==> config.mk <==
export PLATFORM = sky130hd
export DESIGN_NAME = vls_core
export DESIGN_NICKNAME = d
export VERILOG_FILES = /design/src/core/vls_pkg.sv /design/src/core/vls_sync2.sv /design/src/core/vls_dwell_timer.sv /design/src/core/vls_core.sv
export SDC_FILE = /design/constraint.sdc
export NUM_CORES = 2
export LEC_CHECK = 0
export ABC_AREA = 0
export ABC_CLOCK_PERIOD_IN_PS = 29700
export BUFFER_PORTS_ARGS = -buffer_cell sky130_fd_sc_hd__buf_2
export CAP_MARGIN = 20
export CORE_ASPECT_RATIO = 1.25
export CORE_MARGIN = 8
export CORE_UTILIZATION = 25
export DETAILED_ROUTE_END_ITERATION = 12
export SYNTH_ARGS = -nofsm -noshare
export SYNTH_HDL_FRONTEND = slang
export SYNTH_SLANG_ARGS = --single-unit
==> constraint.sdc <==
create_clock -name sys_clk -period 29.7 [get_ports sys_clk]
set_input_delay 2.97 -clock sys_clk [delete_from_list [all_inputs] [get_ports sys_clk]]
set_output_delay 2.97 -clock sys_clk [all_outputs]
set_load 0.05 [all_outputs]
==> src/core/vls_pkg.sv <==
package vls_pkg;

	////////////////////////////////////////////////////////////////
	// Timing
	localparam int VLS_CLK_NS = 20;
	localparam int VLS_TICK_MS = 1;
	localparam int VLS_NS_PER_MS = 1_000_000;
	localparam int VLS_TICK_CYCLES = (VLS_TICK_MS * VLS_NS_PER_MS + VLS_CLK_NS - 1) / VLS_CLK_NS;
	localparam logic [15:0] VLS_DWELL_MIN_MS = 16'h000A;
	localparam logic [15:0] VLS_DWELL_MAX_MS = 16'hFDE8;

	////////////////////////////////////////////////////////////////
	// List geometry
	localparam logic [4:0] VLS_LIST_DEPTH = 5'h14;
	localparam logic [5:0] VLS_LIST_BASE_WORD = 6'h10;

	////////////////////////////////////////////////////////////////
	// Register byte offsets
	localparam logic [7:0] VLS_OFF_CTRL = 8'h00;
	localparam logic [7:0] VLS_OFF_CMD = 8'h04;
	localparam logic [7:0] VLS_OFF_COUNT = 8'h08;
	localparam logic [7:0] VLS_OFF_LEVEL = 8'h0C;
	localparam logic [7:0] VLS_OFF_OPER = 8'h10;
	localparam logic [7:0] VLS_OFF_QCOND = 8'h14;
	localparam logic [7:0] VLS_OFF_QEVENT = 8'h18;
	localparam logic [7:0] VLS_OFF_QENABLE = 8'h1C;
	localparam logic [7:0] VLS_OFF_QPTRANS = 8'h20;
	localparam logic [7:0] VLS_OFF_SRENABLE = 8'h24;
	localparam logic [7:0] VLS_OFF_STB = 8'h28;
	localparam logic [7:0] VLS_OFF_SETP = 8'h2C;
	localparam logic [7:0] VLS_OFF_LIST = 8'h40;

	////////////////////////////////////////////////////////////////
	// Field positions
	localparam int VLS_CMD_ARM = 0;
	localparam int VLS_CMD_TRIG = 1;
	localparam int VLS_CMD_ABORT = 2;
	localparam int VLS_CMD_CLEAR = 3;
	localparam int VLS_OPER_RUN_BIT = 4;
	localparam int VLS_OPER_WTG_BIT = 5;
	localparam int VLS_QUES_OVERCUR_BIT = 1;
	localparam int VLS_STB_QUES_BIT = 3;
	localparam int VLS_STB_RQS_BIT = 6;

	////////////////////////////////////////////////////////////////
	// Reset values
	localparam logic [6:0] VLS_CTRL_RST = 7'h00;
	localparam logic [7:0] VLS_REP_RST = 8'h01;
	localparam logic [7:0] VLS_QPTR_RST = 8'hFF;

	typedef enum logic [1:0] {
		st_idle,
		st_armed,
		st_run,
		st_trip
	} vls_state_e;

	typedef struct packed {
		logic output_on;
		logic prot_en;
		logic step_trig_en;
		logic ext_trig_sel;
		logic repeat_inf;
		logic dwell_pace;
		logic list_mode;
	} vls_ctrl_s;

	typedef struct packed {
		logic [15:0] dwell_ms;
		logic [15:0] level;
	} vls_entry_s;

	function automatic logic [31:0] vls_merge(input logic [31:0] old, input logic [31:0] nw,
		input logic [3:0] be);
		logic [31:0] m;
		m = old;
		for (int i = 0; i < 4; i++) begin
			if (be[i]) begin
				m[i*8 +: 8] = nw[i*8 +: 8];
			end
		end
		return m;
	endfunction

	function automatic logic [15:0] vls_clamp_dwell(input logic [15:0] ms);
		if (ms < VLS_DWELL_MIN_MS) begin
			return VLS_DWELL_MIN_MS;
		end
		if (ms > VLS_DWELL_MAX_MS) begin
			return VLS_DWELL_MAX_MS;
		end
		return ms;
	endfunction

endpackage

==> src/core/vls_sync2.sv <==
`timescale 1ns/1ns
module vls_sync2 #(
	parameter int W = 1
) (
	input wire logic sys_clk,
	input wire logic sys_rst,
	input wire logic [W-1:0] din,
	output logic [W-1:0] dout
);

	typedef struct packed {
		logic [W-1:0] s1;
		logic [W-1:0] s2;
	} vls_sync2_s;

	vls_sync2_s r;
	vls_sync2_s n;

	// First stage feeds only the second
	always_comb begin
		n.s1 = din;
		n.s2 = r.s1;
	end

	always_ff @(posedge sys_clk or posedge sys_rst) begin
		if (sys_rst) begin
			r <= '0;
		end else begin
			r <= n;
		end
	end

	assign dout = r.s2;

endmodule

==> src/core/vls_dwell_timer.sv <==
`timescale 1ns/1ns
module vls_dwell_timer #(
	parameter int TICK_CYCLES = vls_pkg::VLS_TICK_CYCLES
) (
	input wire logic sys_clk,
	input wire logic sys_rst,
	input wire logic load,
	input wire logic stop,
	input wire logic [15:0] dwell_ms,
	output logic expire
);

	typedef struct packed {
		logic run;
		logic [15:0] ms;
		logic [15:0] tick;
		logic exp;
	} vls_timer_s;

	vls_timer_s r;
	vls_timer_s n;

	always_comb begin
		n = r;
		n.exp = 1'b0;
		if (load) begin
			n.run = 1'b1;
			n.ms = dwell_ms;
			n.tick = 16'(TICK_CYCLES - 1);
		end else if (stop) begin
			n.run = 1'b0;
		end else if (r.run) begin
			if (r.tick == 16'h0000) begin
				n.tick = 16'(TICK_CYCLES - 1);
				if (r.ms == 16'h0001) begin
					n.run = 1'b0;
					n.exp = 1'b1;
				end else begin
					n.ms = r.ms - 16'h0001;
				end
			end else begin
				n.tick = r.tick - 16'h0001;
			end
		end
	end

	always_ff @(posedge sys_clk or posedge sys_rst) begin
		if (sys_rst) begin
			r <= '0;
		end else begin
			r <= n;
		end
	end

	assign expire = r.exp;
endmodule

==> src/core/vls_core.sv <==
`timescale 1ns/1ns
module vls_core #(
	parameter int TICK_CYCLES = vls_pkg::VLS_TICK_CYCLES
) (
	input wire logic sys_clk,
	input wire logic sys_rst,
	input wire logic [7:0] address,
	input wire logic read,
	input wire logic write,
	input wire logic [3:0] byteenable,
	input wire logic [31:0] writedata,
	output logic [31:0] readdata,
	output logic waitrequest,
	input wire logic constant_current_state,
	input wire logic ext_trig_in,
	input wire logic backplane_trig_in,
	output logic [15:0] setpoint_out,
	output logic output_enable,
	output logic step_trig_out,
	output logic wait_trig,
	output logic srq
);

	typedef struct packed {
		vls_pkg::vls_state_e st;
		vls_pkg::vls_ctrl_s ctrl;
		logic [4:0] len;
		logic [7:0] rep;
		logic [7:0] pass;
		logic [4:0] idx;
		logic [15:0] setp;
		logic [15:0] level;
		logic trip;
		logic oen;
		logic [7:0] qcond;
		logic [7:0] qev;
		logic [7:0] qen;
		logic [7:0] qptr;
		logic [7:0] sre;
		logic srq;
		logic step;
		logic [1:0] ext_d;
		logic ack;
		logic [31:0] rdata;
		vls_pkg::vls_entry_s [19:0] list;
	} vls_core_s;

	vls_core_s r;
	vls_core_s n;

	logic curr_lim_s;
	logic [1:0] ext_s;
	logic take;
	logic wr_go;
	logic rd_go;
	logic [3:0] cmd;
	logic [4:0] li;
	logic li_ok;
	logic ext_evt;
	logic trig_evt;
	logic trip_set;
	logic expire;
	logic adv;
	logic [7:0] stb;

	////////////////////////////////////////////////////////////////
	// Pin synchronisers and dwell timer
	vls_sync2 #(.W(1)) u_curr_lim_sync (
		.sys_clk(sys_clk),
		.sys_rst(sys_rst),
		.din(constant_current_state),
		.dout(curr_lim_s)
	);

	vls_sync2 #(.W(2)) u_trig_sync (
		.sys_clk(sys_clk),
		.sys_rst(sys_rst),
		.din({backplane_trig_in, ext_trig_in}),
		.dout(ext_s)
	);

	vls_dwell_timer #(.TICK_CYCLES(TICK_CYCLES)) u_timer (
		.sys_clk(sys_clk),
		.sys_rst(sys_rst),
		.load(n.step),
		.stop(n.st != vls_pkg::st_run),
		.dwell_ms(vls_pkg::vls_clamp_dwell(r.list[n.idx].dwell_ms)),
		.expire(expire)
	);

	////////////////////////////////////////////////////////////////
	// Bus decode
	assign take = (read | write) & ~r.ack;
	assign waitrequest = (read | write) & ~r.ack;
	assign wr_go = write & r.ack;
	assign rd_go = read & r.ack;
	assign li = 5'(address[7:2] - vls_pkg::VLS_LIST_BASE_WORD);
	assign li_ok = (address >= vls_pkg::VLS_OFF_LIST) && (address[1:0] == 2'b00)
		&& (li < vls_pkg::VLS_LIST_DEPTH);
	assign cmd = (wr_go && address == vls_pkg::VLS_OFF_CMD && byteenable[0]) ?
		writedata[3:0] : 4'h0;

	////////////////////////////////////////////////////////////////
	// Trigger and trip events
	assign ext_evt = |(ext_s & ~r.ext_d);
	assign trig_evt = r.ctrl.ext_trig_sel ? ext_evt : cmd[vls_pkg::VLS_CMD_TRIG];
	assign trip_set = r.ctrl.prot_en & curr_lim_s & ~r.trip;
	assign adv = r.ctrl.dwell_pace ? expire : trig_evt;
	assign stb = {1'b0, r.srq, 5'h00, 1'b0} | ({7'h00, |(r.qev & r.qen)} << vls_pkg::VLS_STB_QUES_BIT);

	function automatic logic [31:0] rd_word(input vls_core_s s, input logic [7:0] a,
		input logic [7:0] sb, input logic [4:0] i, input logic ok);
		logic [31:0] w;
		w = 32'h0000_0000;
		case (a)
			vls_pkg::VLS_OFF_CTRL: w = {25'h000_0000, s.ctrl};
			vls_pkg::VLS_OFF_COUNT: w = {16'h0000, s.rep, 3'h0, s.len};
			vls_pkg::VLS_OFF_LEVEL: w = {16'h0000, s.level};
			vls_pkg::VLS_OFF_OPER: begin
				w[vls_pkg::VLS_OPER_WTG_BIT] = (s.st == vls_pkg::st_armed);
				w[vls_pkg::VLS_OPER_RUN_BIT] = (s.st == vls_pkg::st_run);
			end
			vls_pkg::VLS_OFF_QCOND: w = {24'h00_0000, s.qcond};
			vls_pkg::VLS_OFF_QEVENT: w = {24'h00_0000, s.qev};
			vls_pkg::VLS_OFF_QENABLE: w = {24'h00_0000, s.qen};
			vls_pkg::VLS_OFF_QPTRANS: w = {24'h00_0000, s.qptr};
			vls_pkg::VLS_OFF_SRENABLE: w = {24'h00_0000, s.sre};
			vls_pkg::VLS_OFF_STB: w = {24'h00_0000, sb};
			vls_pkg::VLS_OFF_SETP: w = {11'h000, s.idx, s.setp};
			default: begin
				if (ok) begin
					w = s.list[i];
				end
			end
		endcase
		return w;
	endfunction

	////////////////////////////////////////////////////////////////
	// Next state
	always_comb begin
		n = r;
		n.step = 1'b0;
		n.ack = take;
		n.ext_d = ext_s;
		if (take) begin
			n.rdata = rd_word(r, address, stb, li, li_ok);
		end

		// Register writes land on the cycle waitrequest is low
		if (wr_go) begin
			case (address)
				vls_pkg::VLS_OFF_CTRL: begin
					n.ctrl = vls_pkg::vls_ctrl_s'(vls_pkg::vls_merge({25'h000_0000, r.ctrl},
						writedata, byteenable) & 32'h0000_007F);
				end
				vls_pkg::VLS_OFF_COUNT: begin
					if (byteenable[0]) begin
						n.len = (writedata[4:0] == 5'h00) ? 5'h01 :
							(writedata[4:0] > vls_pkg::VLS_LIST_DEPTH) ?
							vls_pkg::VLS_LIST_DEPTH : writedata[4:0];
					end
					if (byteenable[1]) begin
						n.rep = (writedata[15:8] == 8'h00) ? 8'h01 : writedata[15:8];
					end
				end
				vls_pkg::VLS_OFF_LEVEL: begin
					n.level = 16'(vls_pkg::vls_merge({16'h0000, r.level}, writedata, byteenable));
				end
				vls_pkg::VLS_OFF_QENABLE: begin
					if (byteenable[0]) begin
						n.qen = writedata[7:0];
					end
				end
				vls_pkg::VLS_OFF_QPTRANS: begin
					if (byteenable[0]) begin
						n.qptr = writedata[7:0];
					end
				end
				vls_pkg::VLS_OFF_SRENABLE: begin
					if (byteenable[0]) begin
						n.sre = writedata[7:0];
					end
				end
				default: begin
					if (li_ok) begin
						n.list[li] = vls_pkg::vls_merge(r.list[li], writedata, byteenable);
					end
				end
			endcase
		end

		// Sequencer
		unique case (r.st)
			vls_pkg::st_idle: begin
				if (cmd[vls_pkg::VLS_CMD_ARM] && r.ctrl.list_mode) begin
					n.st = vls_pkg::st_armed;
				end
			end
			vls_pkg::st_armed: begin
				if (cmd[vls_pkg::VLS_CMD_ABORT] || !r.ctrl.list_mode) begin
					n.st = vls_pkg::st_idle;
				end else if (trig_evt) begin
					n.st = vls_pkg::st_run;
					n.idx = 5'h00;
					n.pass = 8'h00;
					n.setp = r.list[0].level;
					n.step = 1'b1;
				end
			end
			vls_pkg::st_run: begin
				if (cmd[vls_pkg::VLS_CMD_ABORT] || !r.ctrl.list_mode) begin
					n.st = vls_pkg::st_idle;
				end else if (adv) begin
					if (r.idx == r.len - 5'h01) begin
						if (r.ctrl.repeat_inf || (r.pass + 8'h01 < r.rep)) begin
							n.idx = 5'h00;
							n.setp = r.list[0].level;
							n.step = 1'b1;
							if (!r.ctrl.repeat_inf) begin
								n.pass = r.pass + 8'h01;
							end
						end else begin
							n.st = vls_pkg::st_idle;
						end
					end else begin
						n.idx = r.idx + 5'h01;
						n.setp = r.list[r.idx + 5'h01].level;
						n.step = 1'b1;
					end
				end
			end
			vls_pkg::st_trip: begin
				if (cmd[vls_pkg::VLS_CMD_CLEAR]) begin
					n.st = vls_pkg::st_idle;
					n.trip = 1'b0;
					n.ctrl.output_on = 1'b0;
				end
			end
		endcase

		if (!n.ctrl.list_mode) begin
			n.setp = n.level;
		end

		// Trip beats any state change or step pulse in the same cycle
		if (trip_set) begin
			n.trip = 1'b1;
			n.st = vls_pkg::st_trip;
			n.step = 1'b0;
		end
		n.oen = n.ctrl.output_on & ~n.trip;

		// Questionable group, set wins over read-clear
		n.qcond = 8'h00;
		n.qcond[vls_pkg::VLS_QUES_OVERCUR_BIT] = n.trip;
		if (rd_go && address == vls_pkg::VLS_OFF_QEVENT) begin
			n.qev = 8'h00;
		end
		n.qev = n.qev | (n.qcond & ~r.qcond & r.qptr);
		n.srq = (|(n.qev & n.qen)) & n.sre[vls_pkg::VLS_STB_QUES_BIT];
	end

	always_ff @(posedge sys_clk or posedge sys_rst) begin
		if (sys_rst) begin
			r <= '0;
			r.st <= vls_pkg::st_idle;
			r.ctrl <= vls_pkg::VLS_CTRL_RST;
			r.len <= vls_pkg::VLS_LIST_DEPTH;
			r.rep <= vls_pkg::VLS_REP_RST;
			r.qptr <= vls_pkg::VLS_QPTR_RST;
		end else begin
			r <= n;
		end
	end

	////////////////////////////////////////////////////////////////
	// Outputs
	assign readdata = r.rdata;
	assign setpoint_out = r.setp;
	assign output_enable = r.oen;
	assign step_trig_out = r.step & r.ctrl.step_trig_en;
	assign wait_trig = (r.st == vls_pkg::st_armed);
	assign srq = r.srq;
endmodule

Word level (Yosys, flattened, before mapping). Cells that the tools add are included.

Bitwise gates (word level): 22. Muxes and demuxes: 103. Reductions and logical operators: 34. Shift-type cells: 0. $lt $le $gt $ge: 10. $add $sub $neg: 6. Multipliers: 0. Div/mod/pow operators: 0. Equal/unequal tests: 32.

Operators with widths (count): $bwmux W640 (1); $bmux W32 S5 (3); $pmux W26 S10 (1); $mux W8 (29); $demux W32 S5 (1); $mux W16 (10); $mux W29 (5); $mux W32 (4); $mux W33 (2); $pmux W29 S2 (1); $pmux W4 S11 (1); $mux W34 (1); $eq A8 B5 Y1 const B (4); $eq A8 B6 Y1 const B (4); $sub A16 B1 Y16 const B (2); $and A8 B8 Y8 (3); $mux W24 (1); $pmux W2 S11 (1); $mux W1 (21); $mux W21 (1); $mux W20 (1); $lt A5 B6 Y1 const B (3); $reduce_and A3 Y1 (6); $mux W17 (1); other kinds (54) (100).

Memory bits (writable): 0. Memories kept: 0. Bits in read-only memories: 0. Output and inout bits: 53. Word-level logic and storage cells: 281. Register bits: 818. Input bits: 51. Bits in latches: 0.

Logic depth before layout (Yosys ltp).
Depth in word-level cells: 17. Gate-level depth with buffers: 24. Mapped depth without buffers: 20.

Modules after synthesis. A second synthesis with hierarchy kept.

Cells, all modules: 3518. Area, all modules: 44307.5 sq um.

By module, submodules not included: vls_core (area an instance 42095.4 sq um, seq. area each 19482.4 sq um, times used 1, cells an instance 3287); vls_dwell_timer (area an instance 2054.5 sq um, seq. area each 850.8 sq um, times used 1, cells an instance 223); vls_sync2 at u_trig_sync (area an instance 103.8 sq um, seq. area each 100.1 sq um, times used 1, cells an instance 5); vls_sync2 at u_curr_lim_sync (area an instance 53.8 sq um, seq. area each 50.0 sq um, times used 1, cells an instance 3).

Worst setup path before layout. Ideal clock, no wire load.

Kind: input to output. From: in write. To: out waitrequest. Buffers on the path: 2. Arrival time: 4.139 ns. Path slack: 22.591 ns. Stages: 5. Required time: 26.730 ns. Cells stage by stage: nor2_1 or2_2 clkbuf_1 inv_1 clkbuf_1.

Word-level cells in the longest chain between the ends: 2.

Ends and longest elaborated chain: start: declaration (line vls_core.sv:9) `input wire logic write,`; $or A1 B1 Y1 (line vls_core.sv:94) `assign waitrequest = (read | write) & ~r.ack;`; $and A1 B1 Y1 (line vls_core.sv:94); end: declaration (line vls_core.sv:13) `output logic waitrequest,`.

No other way between the ends.

Worst setup path after layout.
From: in address[3]. To: reg u_timer.r[17] (netlist bit).

Word-level cells in the longest chain between the ends: 17. Elaborated cells on any way between the ends: 44. Those cells by class: 2 x order compare; 4 x eq/ne; 31 x mux; 7 x reduce/logical.

Ends and longest elaborated chain: start: declaration (line vls_core.sv:7) `input wire logic [7:0] address,`; $eq A8 B3 Y1 (*) (line vls_core.sv:100) `assign cmd = (wr_go && address == vls_pkg::VLS_OFF_CMD && byteenable[0]) ?`; $logic_and A1 B1 Y1 (*) (2 in series) (line vls_core.sv:100); $mux W4 (*) (line vls_core.sv:100); $mux W1 (line vls_core.sv:106) `assign trig_evt = r.ctrl.ext_trig_sel ? ext_evt : cmd[vls_pkg::VLS_CMD_TRIG];`; $mux W1 (line vls_core.sv:108) `assign adv = r.ctrl.dwell_pace ? expire : trig_evt;`; $mux W29 (line vls_core.sv:214) `end else if (adv) begin`; $mux W29 (line vls_core.sv:212) `if (cmd[vls_pkg::VLS_CMD_ABORT] || !r.ctrl.list_mode) begin`; $pmux W29 S2 (line vls_core.sv:194) `unique case (r.st)`; $bmux W32 S5 (line vls_core.sv:87) `.dwell_ms(vls_pkg::vls_clamp_dwell(r.list[n.idx].dwell_ms)),`; $mux W32 (implied by the code) (line vls_core.sv:87); $gt A16 B16 Y1 (line vls_pkg.sv:89) `if (ms > VLS_DWELL_MAX_MS) begin`; $mux W1 (2 in series) (line vls_pkg.sv:89); $mux W16 (line vls_pkg.sv:92) `return ms;`; $mux W16 (line vls_pkg.sv:89); $mux W33 (line vls_dwell_timer.sv:26) `if (load) begin`; end signal: assignment (line vls_dwell_timer.sv:51) `r <= n;`; end: declaration (line vls_dwell_timer.sv:20) `vls_timer_s r;`.

Mark *: on every way between the ends. The rest lies on a longest branch, timed or not. The select of a mux whose other input is x is not followed. A chain may end at the register's enable or synchronous reset.

==> impl_metrics.py <==
metrics = {
    "critical_path": {
        "worstSetupEndpointType": "flop",
        "r2r_cells": 22,
        "crit_required_ns": 30.23,
        "flop_to_flop_setup_slack_ns": 22.51,
        "worstReg2RegEnd": "u_timer.r[17]$_DFFE_PP0P_",
        "crit_path_start_kind": "input port",
        "crit_path_max_fanout": 82,
        "crit_path_category": "in -> reg",
        "rr_startpoint": "r[756]$_DFFE_PP0P_",
        "worst_ep_arrival_time_ns": 9.01,
    },
    "synth": {
        "synth_edf_count": 0,
        "yosys-top-cells-area": "dfrtp_1 45%, mux2_2 19%, mux4_2 13%",
        "synthTopCellsByCount": "807 x dfrtp_1, 764 x mux2_2, 259 x mux4_2",
        "syn_avg_cell_area_um2": 12.8,
        "ys_seq_area_share_pct": 45.9,
        "async_reset_ff_share_pct": 100,
        "synthDistinctLibCells": 95,
        "synth_ff_type": "dfrtp_1",
        "yosys.area.top_type": "dfrtp_1",
        "yosys_register_bits": 818,
        "mappedNetlistArea_um2": 44600,
        "synth_most_common_cell": "dfrtp_1",
        "synth_cells": 3489,
        "synth_warnings": 0,
        "synthesis.nets": 3557,
        "synthDominantCellAreaShare_pct": 45.3,
    },
    "place": {
        "numPortBuffers": 103,
        "post-dp-hpwl_um": 92300,
        "place.gp.congestion": 0.890,
    },
    "cts": {
        "cts_hold_repair.buffers": 0,
        "clock_tree_root_buffer_cell": "clkbuf_16",
        "cts_tree": "done",
        "htree_levels": 3,
        "cts_max_path_buffers": 3,
        "clkLatencyLatePin_ns": 0.67,
        "postCtsSetupBuffers": 0,
        "clk_transition_reported_paths_ns": 0.07,
        "cts-buffers-inserted": 77,
        "post_cts.resized_instances": 0,
        "cts_sinks": 818,
    },
    "power_and_ir_drop": {
        "worst_vdd_drop_mv": 0.0507,
        "fin_total_pwr_mw": 2.42,
        "static-leakage-power_nw": 21.8,
        "power_density_nw_per_um2": 48.2,
    },
    "floorplanning": {
        "io-pin-count": 104,
        "core_region_area_um2": 177000,
        "die_area_um2": 192000,
        "die_w_um": 394,
        "rows": 173,
        "dieHeight_um": 488,
        "initial_core_utilization_pct": 25.1,
    },
    "drt": {
        "drtIter0Drc": 3166,
        "routed_via_density": 5.41,
        "drtPass1Iterations": 7,
        "postRouteAntennaNets": 0,
        "via_count": 31477,
        "routed_wirelength_um": 149000,
        "drt-wirelength-per-cell_um": 25.6,
        "drcViolationCount": 0,
    },
    "global_routing": {
        "grt_start_max_net_pins": 190,
        "grtUsageTotal_pct": 15.0,
        "global_route_congestion_overflow_total": 0,
        "first_global_vias": 32376,
        "grt_antenna_before_repair": 6,
        "first_pass_grt_wire_length_um": 222000,
    },
    "sta": {
        "finalCriticalPeriod_ns": 8.48,
        "fin_tns_setup_ns": 0,
        "number_of_setup_violations_in_the_final_report": 0,
        "setup_repair_after_global_routing_missed_its_margin": "no",
        "timing.clock.skew_ns": 0.0223,
        "timing.final.crit_share_pct": 28.6,
        "post_route_hold_slack_ns": 0.349,
        "final_max_slew_viol_count": 0,
        "max_freq_mhz": 118,
        "timing_worst_slew_pin_value_ns": 1.16,
        "timing_hold_violations_final": 0,
        "max-slew-margin-rel_pct": 22.8,
    },
    "layout": {
        "post_route_cells_drive_above_1_share_pct": 41.1,
        "syn2layout_area_growth_pct": 12.4,
        "final_net_count": 3466,
    },
    "hold_path": {
        "hold_path_depth": 0,
        "worst_hold_path_type": "reg -> reg",
        "min_delay_worst_endpoint": "u_trig_sync.dout[0]$_DFF_PP0_",
        "hold_path.startpoint": "u_trig_sync.n[0]$_DFF_PP0_",
    },
    "job": {
        "maxCapViolCount": 0,
    },
    "run_status": {
        "outcome": "completed",
    },
}
logic make-up (layout without fill, tap and decap cells):
group / after synthesis / after routing / synth area share (%)
fa+ha+maj: 17 / 17 / 0.477
mux: 1080 / 1080 / 33.6
other cells: 0 / 2 / 0
xor+xnor: 27 / 27 / 0.530
simple gates: 615 / 615 / 6.60
compound gates: 547 / 547 / 8.97
flops: 818 / 818 / 45.9
buf+inv: 385 / 353 / 3.88
registers in the layout (all words and copies together), names as in the netlist:
name and flops:
output_enable 1, u_timer.r 33, readdata 32, srq 1, r 728, u_curr_lim_sync.dout 1, u_trig_sync.n 2, u_timer.expire 1
u_trig_sync.dout 2, u_curr_lim_sync.n 1, setpoint_out 16
power breakdown:
group          switching, mW  leakage (nW)  internal, mW
registers             0.0172          11.3          1.14
logic                  0.115          9.21        0.0536
clock network          0.460          1.33         0.636
final cells by class:
class / instances / area (um^2)
antenna: 2 / 5.00
clock buffer: 107 / 2250
clock inverter: 31 / 474
fill: 18116 / 127000
inverter: 31 / 126
multi-input combinational: 2286 / 22600
sequential: 818 / 20500
tap: 2362 / 2960
timing repair buffer: 184 / 1220
layer usage:
layer  GRT usage (%)  part of all wire [%]  vias up
li1                -                     -    13054
met3            3.00                   7.3      388
met5               0                 0.013        -
met4            7.35                   5.3        4
met2            25.5                    49     1425
met1            18.2                    39    16606
critical path: stages:
cell and delay [ns]:
clkbuf_8 0.42, or4bb_1 0.69, nor4_4 0.29, o31a_1 0.20
o31ai_2 0.15, or2_1 0.44, a31oi_4 0.23, buf_4 0.46
inv_2 0.37, buf_4 0.33, nor2_1 0.88, a22o_1 0.27
o21ai_0 0.15, a22oi_1 0.29, nand4_1 0.15, nor3_2 0.30
nand3b_2 0.23, o221ai_1 0.12
metrics by stage:
stage	utilization (%)	setup WS, ns	area (um^2)	std cells
6_report	28.3	21.22	50200	5821
5_1_grt	28.3	20.94	50200	5820
4_1_cts	28.2	21.29	50100	5816
2_1_floorplan	-	3.77	44600	3489
3_5_place_dp	26.7	20.59	47400	5678
3_3_place_gp	26.7	20.61	47400	5676
how the worst max path moves through the flow:
stage | from | end | slack (ns) | depth (start not counted)
global placement | address[3] | u_timer.r[26]$_DFFE_PP0P_ | 20.61 | 18
finish | address[3] | u_timer.r[17]$_DFFE_PP0P_ | 21.22 | 18
global route | address[3] | u_timer.r[17]$_DFFE_PP0P_ | 20.94 | 18
floorplan | sys_rst | output_enable$_DFF_PP0_ | 3.77 | 1
CTS | address[3] | u_timer.r[17]$_DFFE_PP0P_ | 21.29 | 18
detailed placement | address[3] | u_timer.r[17]$_DFFE_PP0P_ | 20.59 | 18
layout by cell type, fill, tap and decap left out, types with 9 or more instances in the layout:
cell | netlist | final
a2111oi_0 | 13 | 13
a211oi_1 | 35 | 35
a21oi_1 | 81 | 81
a221o_1 | 10 | 10
a221oi_1 | 27 | 27
a222oi_1 | 27 | 27
a22o_1 | 40 | 40
a22oi_1 | 46 | 46
a311oi_1 | 11 | 11
a31oi_1 | 29 | 29
and2_1 | 14 | 14
and3_1 | 53 | 53
buf_2 | 22 | 100
buf_4 | 54 | 76
bufinv_16 | 0 | 12
clkbuf_1 | 230 | 13
clkbuf_16 | 0 | 81
clkbuf_8 | 0 | 14
clkinv_2 | 0 | 12
dfrtp_1 | 807 | 806
dfstp_2 | 11 | 11
ha_1 | 17 | 16
inv_1 | 28 | 27
mux2_2 | 764 | 764
mux2i_1 | 54 | 53
mux4_2 | 259 | 259
nand2_1 | 232 | 231
nand3_1 | 74 | 74
nor2_1 | 132 | 110
nor2_4 | 0 | 21
nor2b_1 | 9 | 9
nor3_1 | 23 | 22
nor4_1 | 10 | 9
o211ai_1 | 16 | 16
o21ai_0 | 86 | 86
o22ai_1 | 37 | 37
or3_1 | 15 | 15
xnor2_1 | 18 | 18
No activity file was read; power rests on OpenSTA's default activity.
